<file path="config.mk">
export PLATFORM = sky130hd
export DESIGN_NAME = plldh_top
export DESIGN_NICKNAME = d
export VERILOG_FILES = /design/src/rtl/plldh_pkg.sv /design/src/rtl/plldh_sync.sv /design/src/rtl/plldh_top.sv
export SDC_FILE = /design/constraint.sdc
export NUM_CORES = 1
export LEC_CHECK = 0
export ABC_CLOCK_PERIOD_IN_PS = 5200
export CAP_MARGIN = 20
export CELL_PAD_IN_SITES_DETAIL_PLACEMENT = 1
export CELL_PAD_IN_SITES_GLOBAL_PLACEMENT = 1
export CORE_MARGIN = 2
export CORE_UTILIZATION = 35
export CTS_BUF_LIST = sky130_fd_sc_hd__clkbuf_4 sky130_fd_sc_hd__clkbuf_8 sky130_fd_sc_hd__clkbuf_16
export DETAILED_ROUTE_END_ITERATION = 10
export DONT_BUFFER_PORTS = 1
export PLACE_DENSITY = 0.7
export SLEW_MARGIN = 20
export SYNTH_ARGS = -nofsm -noshare
export SYNTH_HDL_FRONTEND = slang
export SYNTH_SLANG_ARGS = --single-unit
</file>
<file path="constraint.sdc">
create_clock -name i_core_clk -period 5.2 [get_ports i_core_clk]
set_input_delay 1.3 -clock i_core_clk [delete_from_list [all_inputs] [get_ports i_core_clk]]
set_output_delay 1.3 -clock i_core_clk [all_outputs]
set_load 0.005 [all_outputs]
</file>
<file path="src/rtl/plldh_pkg.sv">
// Purpose: Shared constants and types for the lock detect and holdover block.
// Assumes: Core clock of 25 MHz; one phase comparison result per qualify strobe.
// Notes: Register port is address, write data, write and read strobes.
// Notes on behaviour
// Lock rises after the programmed count of in-window comparisons in a row.
// Lock falls at once on any comparison outside the window.
// With the trigger-off bit at 0, falling lock enters holdover.
// In holdover, valid reference and exit criteria leave holdover and restart locking.
// Holdover is enabled only when the holdover mode field equals 2.
// Tracking bit at 0 stops tuning value tracking for holdover.
// Manual select at 1 drives holdover tuning from the manual value.
// Manual code 512 gives about half supply on the tuning output.
// Software must program a count large enough to avoid holdover chatter.
// Lock time follows count times comparison period; larger count is longer.
// Manual tune value is a 10-bit field; 512 is mid range.
package plldh_pkg;
   localparam int ADDR_W = 4;
   localparam int CNT_W = 14;
   localparam int WIN_W = 4;
   localparam int DAC_W = 10;
   localparam logic [ADDR_W-1:0] OFS_CTRL = 4'h0;
   localparam logic [ADDR_W-1:0] OFS_COUNT = 4'h1;
   localparam logic [ADDR_W-1:0] OFS_DAC = 4'h2;
   localparam logic [ADDR_W-1:0] OFS_STATUS = 4'h3;
   localparam logic [ADDR_W-1:0] OFS_IRQ_STAT = 4'h4;
   localparam logic [ADDR_W-1:0] OFS_IRQ_MASK = 4'h5;
   localparam int CTRL_MODE_LSB = 0;
   localparam int CTRL_TRACK_BIT = 2;
   localparam int CTRL_MANSEL_BIT = 3;
   localparam int CTRL_TRIGOFF_BIT = 4;
   localparam int CTRL_WIN_LSB = 8;
   localparam logic [1:0] HOLDOVER_MODE_ON = 2'h2;
   localparam logic [CNT_W-1:0] COUNT_RST = 14'h2710;
   localparam logic [DAC_W-1:0] DAC_MID = 10'h200;
   localparam logic [WIN_W-1:0] WIN_RST = 4'h4;
   localparam int IRQ_LOCK = 0;
   localparam int IRQ_LOSS = 1;
   localparam int IRQ_HO_IN = 2;
   localparam int IRQ_HO_OUT = 3;
   localparam int IRQ_W = 4;
   localparam logic [IRQ_W-1:0] IRQ_RST = 4'h0;
   typedef struct packed {
      logic [1:0] mode;
      logic track_en;
      logic manual_tune_select;
      logic lockloss_holdover_trigger_off;
      logic [WIN_W-1:0] phase_window_size;
      logic [CNT_W-1:0] lock_qualify_count;
      logic [DAC_W-1:0] manual_tune_value;
   } plldh_cfg_t;
endpackage

</file>
<file path="src/rtl/plldh_sync.sv">
// Purpose: Three-flop synchroniser; output changes when stages two and three agree.
// Assumes: Input is asynchronous to i_core_clk.
// Notes: Stage one feeds only stage two.
`timescale 1ns/1ps
module plldh_sync (
   input wire logic i_core_clk,
   input wire logic i_arst_n,
   input wire logic i_ce,
   input wire logic i_async,
   output logic o_sync
);
   logic [2:0] stage_reg;
   logic [2:0] stage_next;
   logic out_reg;
   logic out_next;

   // Shift and accept a change only once two late stages match.
   always_comb begin
      stage_next = {stage_reg[1:0], i_async};
      out_next = (stage_reg[1] == stage_reg[2]) ? stage_reg[2] : out_reg;
   end

   // Registers only.
   always_ff @(posedge i_core_clk or negedge i_arst_n) begin
      if (!i_arst_n) begin
         stage_reg <= 3'h0;
         out_reg <= 1'b0;
      end else if (i_ce) begin
         stage_reg <= stage_next;
         out_reg <= out_next;
      end
   end

   assign o_sync = out_reg;
endmodule // plldh_sync

</file>
<file path="src/rtl/plldh_top.sv">
// Purpose: Digital lock detect and holdover control for the first loop.
// Assumes: i_cmp_strobe marks one phase comparison per detector cycle, with
//          i_phase_err its magnitude in window units; same clock domain.
// Notes: i_ref_valid arrives from a pin and is synchronised here.
//
// Decided for this implementation: the plain strobed port and the placing of the registers.
`timescale 1ns/1ps
module plldh_top (
   input wire logic i_core_clk,
   input wire logic i_arst_n,
   input wire logic i_ce,
   input wire logic [plldh_pkg::ADDR_W-1:0] i_addr,
   input wire logic [31:0] i_wdata,
   input wire logic i_wr,
   input wire logic i_rd,
   input wire logic i_cmp_strobe,
   input wire logic [plldh_pkg::WIN_W-1:0] i_phase_err,
   input wire logic [plldh_pkg::DAC_W-1:0] i_track_code,
   input wire logic i_ref_valid,
   output logic [31:0] o_rdata,
   output logic o_lock_indication,
   output logic o_holdover,
   output logic o_relock_start,
   output logic [plldh_pkg::DAC_W-1:0] o_tune_code,
   output logic o_tune_hold,
   output logic o_irq
);
   plldh_pkg::plldh_cfg_t cfg_reg, cfg_next;
   logic [plldh_pkg::IRQ_W-1:0] ist_reg, ist_next, imask_reg, imask_next;
   logic [31:0] rdata_reg, rdata_next;
   logic irq_reg, irq_next;
   logic [plldh_pkg::CNT_W-1:0] qcnt_reg, qcnt_next;
   logic lock_reg, lock_next;
   logic ho_reg, ho_next;
   logic relock_reg, relock_next;
   logic [plldh_pkg::DAC_W-1:0] held_reg, held_next, tune_reg, tune_next;
   logic ref_ok;
   logic in_win, ho_enabled, ho_enter, ho_exit;
   logic [plldh_pkg::IRQ_W-1:0] ev;

   plldh_sync u_ref_sync (
      .i_core_clk(i_core_clk),
      .i_arst_n(i_arst_n),
      .i_ce(i_ce),
      .i_async(i_ref_valid),
      .o_sync(ref_ok)
   );

   // Decisions made from current state; shared by the lock and holdover groups below.
   always_comb begin
      in_win = (i_phase_err <= cfg_reg.phase_window_size);
      ho_enabled = (cfg_reg.mode == plldh_pkg::HOLDOVER_MODE_ON);
      // Exit criteria: reference valid again and still in holdover.
      ho_exit = ho_reg && ref_ok;
   end

   // Lock qualification counter; the count sets lock time in comparisons.
   always_comb begin
      qcnt_next = qcnt_reg;
      lock_next = lock_reg;
      if (ho_exit) begin
         qcnt_next = '0;
         lock_next = 1'b0;
      end else if (i_cmp_strobe) begin
         if (!in_win) begin
            qcnt_next = '0;
            lock_next = 1'b0;
         end else if (qcnt_reg + 14'h0001 >= cfg_reg.lock_qualify_count) begin
            lock_next = 1'b1;
         end else begin
            qcnt_next = qcnt_reg + 14'h0001;
         end
      end
   end

   // Holdover state and the tuning value driven during it.
   always_comb begin
      // A falling lock starts holdover when the mode enables it, unless the trigger is turned off.
      // Kept here, not with the shared decisions, so that no process
      // both feeds and reads the lock group.
      ho_enter = ho_enabled && !ho_reg && lock_reg && !lock_next &&
         !cfg_reg.lockloss_holdover_trigger_off;
      ho_next = ho_reg;
      relock_next = 1'b0;
      held_next = held_reg;
      if (ho_enter) begin
         ho_next = 1'b1;
      end else if (ho_exit) begin
         ho_next = 1'b0;
         relock_next = 1'b1;
      end
      if (!ho_enabled) begin
         ho_next = 1'b0;
      end
      // Tracking follows the loop only while locked, so a failing loop
      // does not drag the held value with it.
      if (cfg_reg.track_en && lock_reg && !ho_reg) begin
         held_next = i_track_code;
      end
      if (ho_reg && cfg_reg.manual_tune_select) begin
         tune_next = cfg_reg.manual_tune_value;
      end else if (ho_reg && cfg_reg.track_en) begin
         tune_next = held_reg;
      end else if (ho_reg) begin
         tune_next = plldh_pkg::DAC_MID;
      end else begin
         tune_next = i_track_code;
      end
   end

   // Register port, sticky status with write-one-to-clear, and interrupt.
   always_comb begin
      cfg_next = cfg_reg;
      imask_next = imask_reg;
      ev = '0;
      ev[plldh_pkg::IRQ_LOCK] = !lock_reg && lock_next;
      ev[plldh_pkg::IRQ_LOSS] = lock_reg && !lock_next;
      ev[plldh_pkg::IRQ_HO_IN] = !ho_reg && ho_next;
      ev[plldh_pkg::IRQ_HO_OUT] = ho_reg && !ho_next;
      ist_next = ist_reg;
      rdata_next = 32'h0000_0000;
      if (i_wr) begin
         case (i_addr)
            plldh_pkg::OFS_CTRL: begin
               cfg_next.mode = i_wdata[plldh_pkg::CTRL_MODE_LSB +: 2];
               cfg_next.track_en = i_wdata[plldh_pkg::CTRL_TRACK_BIT];
               cfg_next.manual_tune_select =
                  i_wdata[plldh_pkg::CTRL_MANSEL_BIT];
               cfg_next.lockloss_holdover_trigger_off =
                  i_wdata[plldh_pkg::CTRL_TRIGOFF_BIT];
               cfg_next.phase_window_size =
                  i_wdata[plldh_pkg::CTRL_WIN_LSB +: plldh_pkg::WIN_W];
            end
            plldh_pkg::OFS_COUNT: begin
               cfg_next.lock_qualify_count = i_wdata[plldh_pkg::CNT_W-1:0];
            end
            plldh_pkg::OFS_DAC: begin
               cfg_next.manual_tune_value = i_wdata[plldh_pkg::DAC_W-1:0];
            end
            plldh_pkg::OFS_IRQ_STAT: begin
               ist_next = ist_reg & ~i_wdata[plldh_pkg::IRQ_W-1:0];
            end
            plldh_pkg::OFS_IRQ_MASK: begin
               imask_next = i_wdata[plldh_pkg::IRQ_W-1:0];
            end
            default: begin
            end
         endcase
      end
      ist_next = ist_next | ev; // New events win over a clear.
      if (i_rd) begin
         case (i_addr)
            plldh_pkg::OFS_CTRL: begin
               rdata_next[plldh_pkg::CTRL_MODE_LSB +: 2] = cfg_reg.mode;
               rdata_next[plldh_pkg::CTRL_TRACK_BIT] = cfg_reg.track_en;
               rdata_next[plldh_pkg::CTRL_MANSEL_BIT] =
                  cfg_reg.manual_tune_select;
               rdata_next[plldh_pkg::CTRL_TRIGOFF_BIT] =
                  cfg_reg.lockloss_holdover_trigger_off;
               rdata_next[plldh_pkg::CTRL_WIN_LSB +: plldh_pkg::WIN_W] =
                  cfg_reg.phase_window_size;
            end
            plldh_pkg::OFS_COUNT: begin
               rdata_next[plldh_pkg::CNT_W-1:0] = cfg_reg.lock_qualify_count;
            end
            plldh_pkg::OFS_DAC: begin
               rdata_next[plldh_pkg::DAC_W-1:0] = cfg_reg.manual_tune_value;
            end
            plldh_pkg::OFS_STATUS: begin
               rdata_next[0] = lock_reg;
               rdata_next[1] = ho_reg;
               rdata_next[2] = ref_ok;
               rdata_next[16 +: plldh_pkg::CNT_W] = qcnt_reg;
            end
            plldh_pkg::OFS_IRQ_STAT: begin
               rdata_next[plldh_pkg::IRQ_W-1:0] = ist_reg;
            end
            plldh_pkg::OFS_IRQ_MASK: begin
               rdata_next[plldh_pkg::IRQ_W-1:0] = imask_reg;
            end
            default: begin
               rdata_next = 32'h0000_0000;
            end
         endcase
      end
      irq_next = |(ist_next & imask_next);
   end

   // All state registers; the clock enable freezes everything.
   always_ff @(posedge i_core_clk or negedge i_arst_n) begin
      if (!i_arst_n) begin
         cfg_reg <= '{mode: 2'h0, track_en: 1'b0, manual_tune_select: 1'b0,
            lockloss_holdover_trigger_off: 1'b0,
            phase_window_size: plldh_pkg::WIN_RST,
            lock_qualify_count: plldh_pkg::COUNT_RST,
            manual_tune_value: plldh_pkg::DAC_MID};
         ist_reg <= plldh_pkg::IRQ_RST;
         imask_reg <= plldh_pkg::IRQ_RST;
         rdata_reg <= 32'h0000_0000;
         irq_reg <= 1'b0;
         qcnt_reg <= '0;
         lock_reg <= 1'b0;
         ho_reg <= 1'b0;
         relock_reg <= 1'b0;
         held_reg <= plldh_pkg::DAC_MID;
         tune_reg <= plldh_pkg::DAC_MID;
      end else if (i_ce) begin
         cfg_reg <= cfg_next;
         ist_reg <= ist_next;
         imask_reg <= imask_next;
         rdata_reg <= rdata_next;
         irq_reg <= irq_next;
         qcnt_reg <= qcnt_next;
         lock_reg <= lock_next;
         ho_reg <= ho_next;
         relock_reg <= relock_next;
         held_reg <= held_next;
         tune_reg <= tune_next;
      end
   end

   assign o_rdata = rdata_reg;
   assign o_lock_indication = lock_reg;
   assign o_holdover = ho_reg;
   assign o_relock_start = relock_reg;
   assign o_tune_code = tune_reg;
   assign o_tune_hold = ho_reg;
   assign o_irq = irq_reg;

   // Checks, gathered after the registers, each tagged with the rule that it guards.

   // Any comparison outside the window drops lock at the next edge.
   lock_drop_a: assert property (
      @(posedge i_core_clk) disable iff (!i_arst_n)
      i_ce && i_cmp_strobe && !in_win |=> !o_lock_indication)
      else $error("lock held after out-of-window comparison");

   // Lock only rises on the edge that takes an in-window comparison.
   lock_rise_a: assert property (
      @(posedge i_core_clk) disable iff (!i_arst_n)
      $rose(o_lock_indication) |-> $past(in_win) && $past(i_cmp_strobe))
      else $error("lock rose without in-window comparison");

   // Lock never rises before the programmed count has been met.
   count_reach_a: assert property (
      @(posedge i_core_clk) disable iff (!i_arst_n)
      $rose(o_lock_indication) |->
      $past(qcnt_reg) + 14'h0001 >= $past(cfg_reg.lock_qualify_count))
      else $error("lock rose before the qualify count was met");

   // Holdover is only ever entered on the edge at which lock falls.
   ho_entry_a: assert property (
      @(posedge i_core_clk) disable iff (!i_arst_n)
      $rose(o_holdover) |-> $fell(o_lock_indication))
      else $error("holdover entered without lock loss");

   // A lost lock with holdover enabled and the trigger armed must enter holdover.
   ho_enter_a: assert property (
      @(posedge i_core_clk) disable iff (!i_arst_n)
      i_ce && ho_enabled && !o_holdover && o_lock_indication &&
      !cfg_reg.lockloss_holdover_trigger_off && i_cmp_strobe && !in_win
      |=> o_holdover)
      else $error("lock lost but holdover not entered");

   // With the trigger turned off a lost lock leaves holdover alone.
   trig_off_a: assert property (
      @(posedge i_core_clk) disable iff (!i_arst_n)
      i_ce && !o_holdover && cfg_reg.lockloss_holdover_trigger_off
      |=> !o_holdover)
      else $error("holdover entered with trigger turned off");

   // Any mode other than holdover-on keeps the block out of holdover.
   // The enable term matters: a frozen cycle keeps the old state.
   ho_mode_a: assert property (
      @(posedge i_core_clk) disable iff (!i_arst_n)
      $past(i_ce) && $past(cfg_reg.mode) != plldh_pkg::HOLDOVER_MODE_ON
      |-> !o_holdover)
      else $error("holdover while mode disabled");

   // A valid reference ends holdover, clears the count, restarts locking.
   ho_leave_a: assert property (
      @(posedge i_core_clk) disable iff (!i_arst_n)
      i_ce && o_holdover && ref_ok |=> !o_holdover && o_relock_start &&
      !o_lock_indication && qcnt_reg == 14'h0000)
      else $error("holdover not left with a valid reference");

   // Every exit taken in holdover mode comes with a relock pulse.
   ho_exit_a: assert property (
      @(posedge i_core_clk) disable iff (!i_arst_n)
      $fell(o_holdover) && $past(ho_enabled) |-> o_relock_start)
      else $error("holdover exit without relock");

   // The relock pulse lasts one enabled cycle only.
   relock_pulse_a: assert property (
      @(posedge i_core_clk) disable iff (!i_arst_n)
      i_ce && o_relock_start |=> !o_relock_start)
      else $error("relock pulse longer than one cycle");

   // Manual select drives the programmed manual value in holdover.
   manual_tune_a: assert property (
      @(posedge i_core_clk) disable iff (!i_arst_n)
      i_ce && o_holdover && cfg_reg.manual_tune_select |=>
      o_tune_code == $past(cfg_reg.manual_tune_value))
      else $error("manual tune value not driven");

   // With neither manual nor tracking, holdover parks at mid range.
   tune_mid_a: assert property (
      @(posedge i_core_clk) disable iff (!i_arst_n)
      i_ce && o_holdover && !cfg_reg.manual_tune_select &&
      !cfg_reg.track_en |=> o_tune_code == plldh_pkg::DAC_MID)
      else $error("holdover tune not at mid range");

   // Tracking holdover drives the value captured while locked.
   tune_track_a: assert property (
      @(posedge i_core_clk) disable iff (!i_arst_n)
      i_ce && o_holdover && !cfg_reg.manual_tune_select &&
      cfg_reg.track_en |=> o_tune_code == $past(held_reg))
      else $error("holdover tune not the tracked value");

   // The held value stays put while tracking is turned off.
   track_off_a: assert property (
      @(posedge i_core_clk) disable iff (!i_arst_n)
      i_ce && !cfg_reg.track_en |=> held_reg == $past(held_reg))
      else $error("tracking while disabled");
endmodule // plldh_top

</file>
==> results of run 1 <==
[power by group through the flow]
| stage | combinational (mW) | clock, mW | sequential (mW) |
|---|---|---|---|
| finish | 0.377 | 0.723 | 1.13 |
| global placement | 0.352 | 0 | 1.14 |
| detailed placement | 0.376 | 0 | 1.15 |
| floorplan | 0.323 | 0 | 1.09 |
| global route | 0.422 | 0.782 | 1.15 |
| CTS | 0.379 | 0.749 | 1.13 |
[final cells by class]
type / instances / area, um2
fill: 1833 / 10100
tap: 220 / 275
clock buffer: 9 / 225
multi-input combinational: 370 / 2700
inverter: 51 / 191
sequential: 111 / 2790
clock inverter: 7 / 81.3
[logic make-up (layout without fill, tap and decap cells)]
group / Yosys count / after routing / share of synthesized area [%]
AND/OR/NAND/NOR: 146 / 146 / 12.6
AO/OA/AOI/OAI: 118 / 118 / 14.1
flip-flops: 111 / 111 / 48.1
buffers and inverters: 77 / 67 / 5.59
multiplexers: 72 / 72 / 13.8
adder cells (fa/ha/maj): 19 / 19 / 4.10
XOR/XNOR: 11 / 11 / 1.66
other: 1 / 4 / 0.0647
[how the worst max path moves through the flow]
stage / from / to / slack, ns / cells past startpoint
floorplan: i_phase_err[3] / o_irq / 2.18 / 7
global placement: qcnt_reg[0] / qcnt_reg[13] / 1.78 / 13
detailed placement: qcnt_reg[0] / qcnt_reg[12] / 1.63 / 13
CTS: qcnt_reg[0] / qcnt_reg[12] / 1.57 / 13
global route: qcnt_reg[0] / qcnt_reg[12] / 1.27 / 13
finish: qcnt_reg[0] / qcnt_reg[12] / 1.57 / 13
[worst max-delay path: stages (launching register included)]
cell and delay, ns:
dfrtp_1 0.48, ha_1 0.26, nand2_1 0.09, nor2_1 0.26, and3_1 0.28, and3_1 0.24, xor2_1 0.17, ha_1 0.27
nand4_1 0.12, o21ai_0 0.19, a2111oi_4 0.50, nand3_2 0.29, nor3b_1 0.30, a21o_1 0.12
[layout by cell type (no fill, tap or decap), types with 6 or more instances in the layout]
master	netlist	routed
clkbuf_16	0	9
mux2i_1	7	7
ha_1	19	19
and3_1	6	6
mux2_2	65	65
nand2_1	45	45
dfrtp_1	102	102
a21o_1	7	7
a21oi_1	14	14
inv_1	51	51
nor2_1	38	38
nand2b_1	8	8
dfstp_2	9	9
nand4_1	8	8
o21ai_0	42	42
nand3_1	15	15
a22oi_1	6	6
a221oi_1	8	8
o22ai_1	9	9
xor2_1	7	7
[routing by layer]
metal  up-vias  part of all wire, %
li1       1926                    -
met1      2085                   44
met2        76                   50
met3        15                  5.2
met4         0                  1.3
met5         -                    0
==> impl_metrics.yaml, run 1 <==
timing:
  hold_viol_final: 0
  fin_ws_ns: 1.57
  rsz0062_at_grt: "no"
  slew_headroom_pct: 33.0
  period_share_pct: 69.9
  hold_slack_ns: 0.500
  max_freq_mhz: 275
  finalSetupViolations: 0
  worst_pin_slew_ns: 1.00
  drv_slew: 0
  fin_crit_ns: 3.63
  finalClockSkew_ns: 0.00592
  setup-tns-final_ns: 0
global_route:
  grt_max_degree: 112
  globalRouteMet2Util_pct: 29.6
  busiest_layer: "met2"
  grt_overflow_total: 0
  grt_pass1_wl_mm: 23.9
  first_global_vias: 4419
  grt.total_usage_pct: 17.4
  met1_usage_pct: 21.4
  antenna_found_initial: 0
  grt_use_met3_pct: 5.21
floorplanning:
  die_w_um: 133
  core_um2: 16400
  start_util_pct: 35.3
  rows: 47
  die_area_um2: 17600
  die_h_um: 133
  ios: 104
finish:
  fin_cells: 768
  largest_reg_flops: 33
  fin_area_um2: 6260
  drive_gt1_share_pct: 18.4
  nets: 619
  n_antenna_cell: 0
  area_growth_pct: 7.94
  post-route-util_pct: 38.2
drt:
  ant_nets: 0
  totalWireLength_mm: 14.7
  drc: 0
  vias_per_cell: 5.34
  vias: 4102
  first_pass_iters: 4
  first_iter_violations: 187
  wire_per_inst_um: 19.2
critical_path:
  rrSetupSlack_ns: 1.57
  arrival_ns: 3.93
  worstSetupPathType: "reg -> reg"
  r2r_start: "qcnt_reg[0]"
  r2r_cells: 13
  timing.rr.end: "qcnt_reg[12]"
  path_max_fanout: 10
  crit_path_start_kind: "register"
  cp.required_ns: 5.50
  worst_setup_path_end_kind: "register"
clocking:
  cts_tree: "yes"
  htreeDepth: 3
  cts_buffers: 9
  ctsHoldBuffers: 0
  clk_latency_ns: 0.36
  clock_sinks: 111
  clockBufferDepth: 2
  cts_root_buf: "clkbuf_16"
  cts_setup_buffers: 0
  cts_resized: 0
  cts.clk_slew.worst_paths_ns: 0.08
worst_hold_path:
  hold_path_depth: 2
  hp-class: "reg -> reg"
  hp-start: "u_ref_sync.stage_reg[2]"
  worstHoldEndpoint: "u_ref_sync.o_sync"
placed_design:
  place_area_um2: 5950
  placed_cells: 752
  dp_slack_ns: 1.63
  hpwlAfterDp_mm: 10.6
  portBuffers: 0
  gp_congestion: 0.854
synth:
  ys_types: 59
  yosys.cell_count.top_type: "dfrtp_1"
  synth_top_area_cell: "dfrtp_1"
  synthCells: 555
  synthTopCellsByArea: "dfrtp_1, mux2_2, ha_1"
  async_flop_share_pct: 100
  synth.yosys.seq_area_share_pct: 48.1
  synth_area_um2: 5800
  ys_warn_count: 0
  yosysTopAreaCellShare_pct: 44.0
  ys_ff_latch: 111
  synth_flop_cell: "dfrtp_1"
  synth.avg_cell_area_um2: 10.4
  synth_edf_count: 0
  synth_common_cells: "dfrtp_1, mux2_2, inv_1"
power:
  p_int_mw: 1.58
  p_seq_share_pct: 50.7
  combPwrFrac_pct: 16.9
  switching_share_pct: 29.1
  max-vdd-ir-drop_mv: 0.194
  power_mw: 2.23
  power_leakage_nw: 2.76
  p_switching_mw: 0.650
  clkPwrFrac_pct: 32.4
  power.density_nw_per_um2: 356
flow_run:
  drv_cap: 0
status:
  status: "complete, no violations"
Power figures use the tool's default switching activity.
==> run 2: changes to the inputs <==
--- a/config.mk
+++ b/config.mk
@@ -5,7 +5,7 @@
 export SDC_FILE = /design/constraint.sdc
 export NUM_CORES = 1
 export LEC_CHECK = 0
-export ABC_CLOCK_PERIOD_IN_PS = 5200
+export ABC_CLOCK_PERIOD_IN_PS = 3600
 export CAP_MARGIN = 20
 export CELL_PAD_IN_SITES_DETAIL_PLACEMENT = 1
 export CELL_PAD_IN_SITES_GLOBAL_PLACEMENT = 1
==> constraint.sdc (replaced) <==
create_clock -name i_core_clk -period 3.6 [get_ports i_core_clk]
set_input_delay 0.9 -clock i_core_clk [delete_from_list [all_inputs] [get_ports i_core_clk]]
set_output_delay 0.9 -clock i_core_clk [all_outputs]
set_load 0.005 [all_outputs]
==> impl_metrics.yaml, run 2 (synthesized netlist as in run 1, its figures left out) <==
global_route:
  met1_usage_pct: 20.8
  grt_use_met3_pct: 5.40
  globalRouteMet2Util_pct: 31.2
  grt_pass1_wl_mm: 24.4
  grt.total_usage_pct: 17.7
  grt_overflow_total: 0
  grt_max_degree: 112
  first_global_vias: 4513
  antenna_found_initial: 0
  busiest_layer: "met2"
power:
  power.density_nw_per_um2: 511
  max-vdd-ir-drop_mv: 0.334
  power_mw: 3.23
  power_leakage_nw: 2.80
floorplanning:
  die_h_um: 133
  core_um2: 16400
  start_util_pct: 35.3
  rows: 47
  ios: 104
  die_w_um: 133
  die_area_um2: 17600
clocking:
  clk_latency_ns: 0.37
  cts.clk_slew.worst_paths_ns: 0.08
  cts_buffers: 9
  cts_tree: "yes"
  cts_root_buf: "clkbuf_16"
  htreeDepth: 3
  clockBufferDepth: 2
  clock_sinks: 111
drt:
  wire_per_inst_um: 19.3
  drc: 0
  totalWireLength_mm: 14.9
  ant_nets: 0
  first_iter_violations: 226
  vias_per_cell: 5.33
  first_pass_iters: 4
  vias: 4125
worst_hold_path:
  hp-class: "in -> async"
timing:
  worst_pin_slew_ns: 0.839
  period_share_pct: 93.6
  hold_viol_final: 0
  slew_headroom_pct: 44.1
  fin_crit_ns: 3.37
  rsz0062_at_grt: "no"
  max_freq_mhz: 297
  drv_slew: 0
  finalSetupViolations: 0
  setup-tns-final_ns: 0
  finalClockSkew_ns: 0.0142
finish:
  drive_gt1_share_pct: 19.9
  n_antenna_cell: 0
  largest_reg_flops: 33
  nets: 625
  final_cell_mix: "dfrtp_1, mux2_2, inv_1"
  nFillCells: 1810
  final_common_cell: "dfrtp_1"
  post-route-util_pct: 38.5
  area_growth_pct: 8.87
critical_path:
  worst_path_largest_cell_delay_ns: 0.43
  worstSetupPathType: "reg -> reg"
  setup.worst_path.start: "qcnt_reg[1]"
  cp.required_ns: 3.85
  cp_top_family: "compound AO/OA/AOI/OAI gates"
  arrival_ns: 3.62
  cp_num_buf_inv: 1
  path_max_fanout: 10
  worst_setup_path_end_kind: "register"
  crit_path_start_kind: "register"
  r2r_start: "qcnt_reg[1]"
  crit_slowest_cell: "a2111oi_4"
  worstPathCellList: "ha_1, nand2_1, nor2_1, and3_1, and3_1, xor2_1, ha_1, nand4_1, o21ai_1, a2111oi_4, buf_4, a21boi_4, o21bai_1, a21o_1"
placed_design:
  hpwlAfterDp_mm: 10.8
  gp_congestion: 0.856
  portBuffers: 0
flow_run:
  drv_cap: 0
status:
  status: "complete, no violations"
-- run 2: worst paths after layout --
| path | slack, ns | end | depth (start not counted) |
|---|---|---|---|
| worst min register to register | 0.50 | u_ref_sync.o_sync | 2 |
| min in group i_core_clk | 0.50 | u_ref_sync.o_sync | 2 |
| worst max-delay path | 0.23 | qcnt_reg[12] | 14 |
| worst min-delay path | 0.23 | ist_reg[2] | 0 |
| worst max register to register | 0.23 | qcnt_reg[12] | 14 |
| max in group asynchronous | 3.13 | held_reg[9] | 0 |
-- run 2: through the flow --
| step | cell area, um2 | instances | hold slack, ns | setup WS [ns] |
|---|---|---|---|---|
| after CTS | 6290 | 772 | 0.206 | 0.0775 |
| after global placement | 5980 | 756 | 0.469 | 0.307 |
| after floorplan | 5810 | 558 | 0.459 | 0.592 |
| after detailed placement | 5980 | 756 | 0.493 | 0.145 |
| final | 6310 | 774 | 0.227 | 0.230 |
| after global routing | 6310 | 774 | 0.202 | 0.0138 |
-- run 2: repair_timing --
item | 4_1_cts | 5_1_grt
endpoints found under the setup margin | 0 | 14
resized for setup | 0 | 4
buffers inserted | 0 | 2
hold buffers | 0 | 0
-- run 2: worst reg2reg max path: cells and delay by family (launching register included) --
| kind | cells | cell delay [ns] |
|---|---|---|
| AOI/OAI and AO/OA | 5 | 1.08 |
| adders and majority gates | 2 | 0.51 |
| and+or+nand+nor | 5 | 0.86 |
| DFF | 1 | 0.42 |
| xor gates and xnor gates | 1 | 0.19 |
| buffers and inverters | 1 | 0.20 |
-- run 2: where the power goes --
part	internal, mW	switching, mW	leakage (nW)
clock network	0.561	0.487	0.149
logic	0.280	0.261	1.22
registers	1.46	0.182	1.43
total	2.30	0.930	2.80
-- run 2: area by class of cell --
class	instances	area [um2]	area share, %
multi-input cells	370	2700	42.8
inverters	51	191	3.03
well taps	220	275	4.36
repair buffers	6	45.0	0.713
clock inverters	6	75.1	1.19
flip-flops and latches	111	2790	44.2
clock buffers	10	233	3.69
-- run 2: layer usage --
layer | part of all wire [%] | vias to the layer above
met3 | 5.4 | 14
li1 | - | 1932
met1 | 42 | 2100
met2 | 51 | 79
met5 | 0 | -
met4 | 1.6 | 0
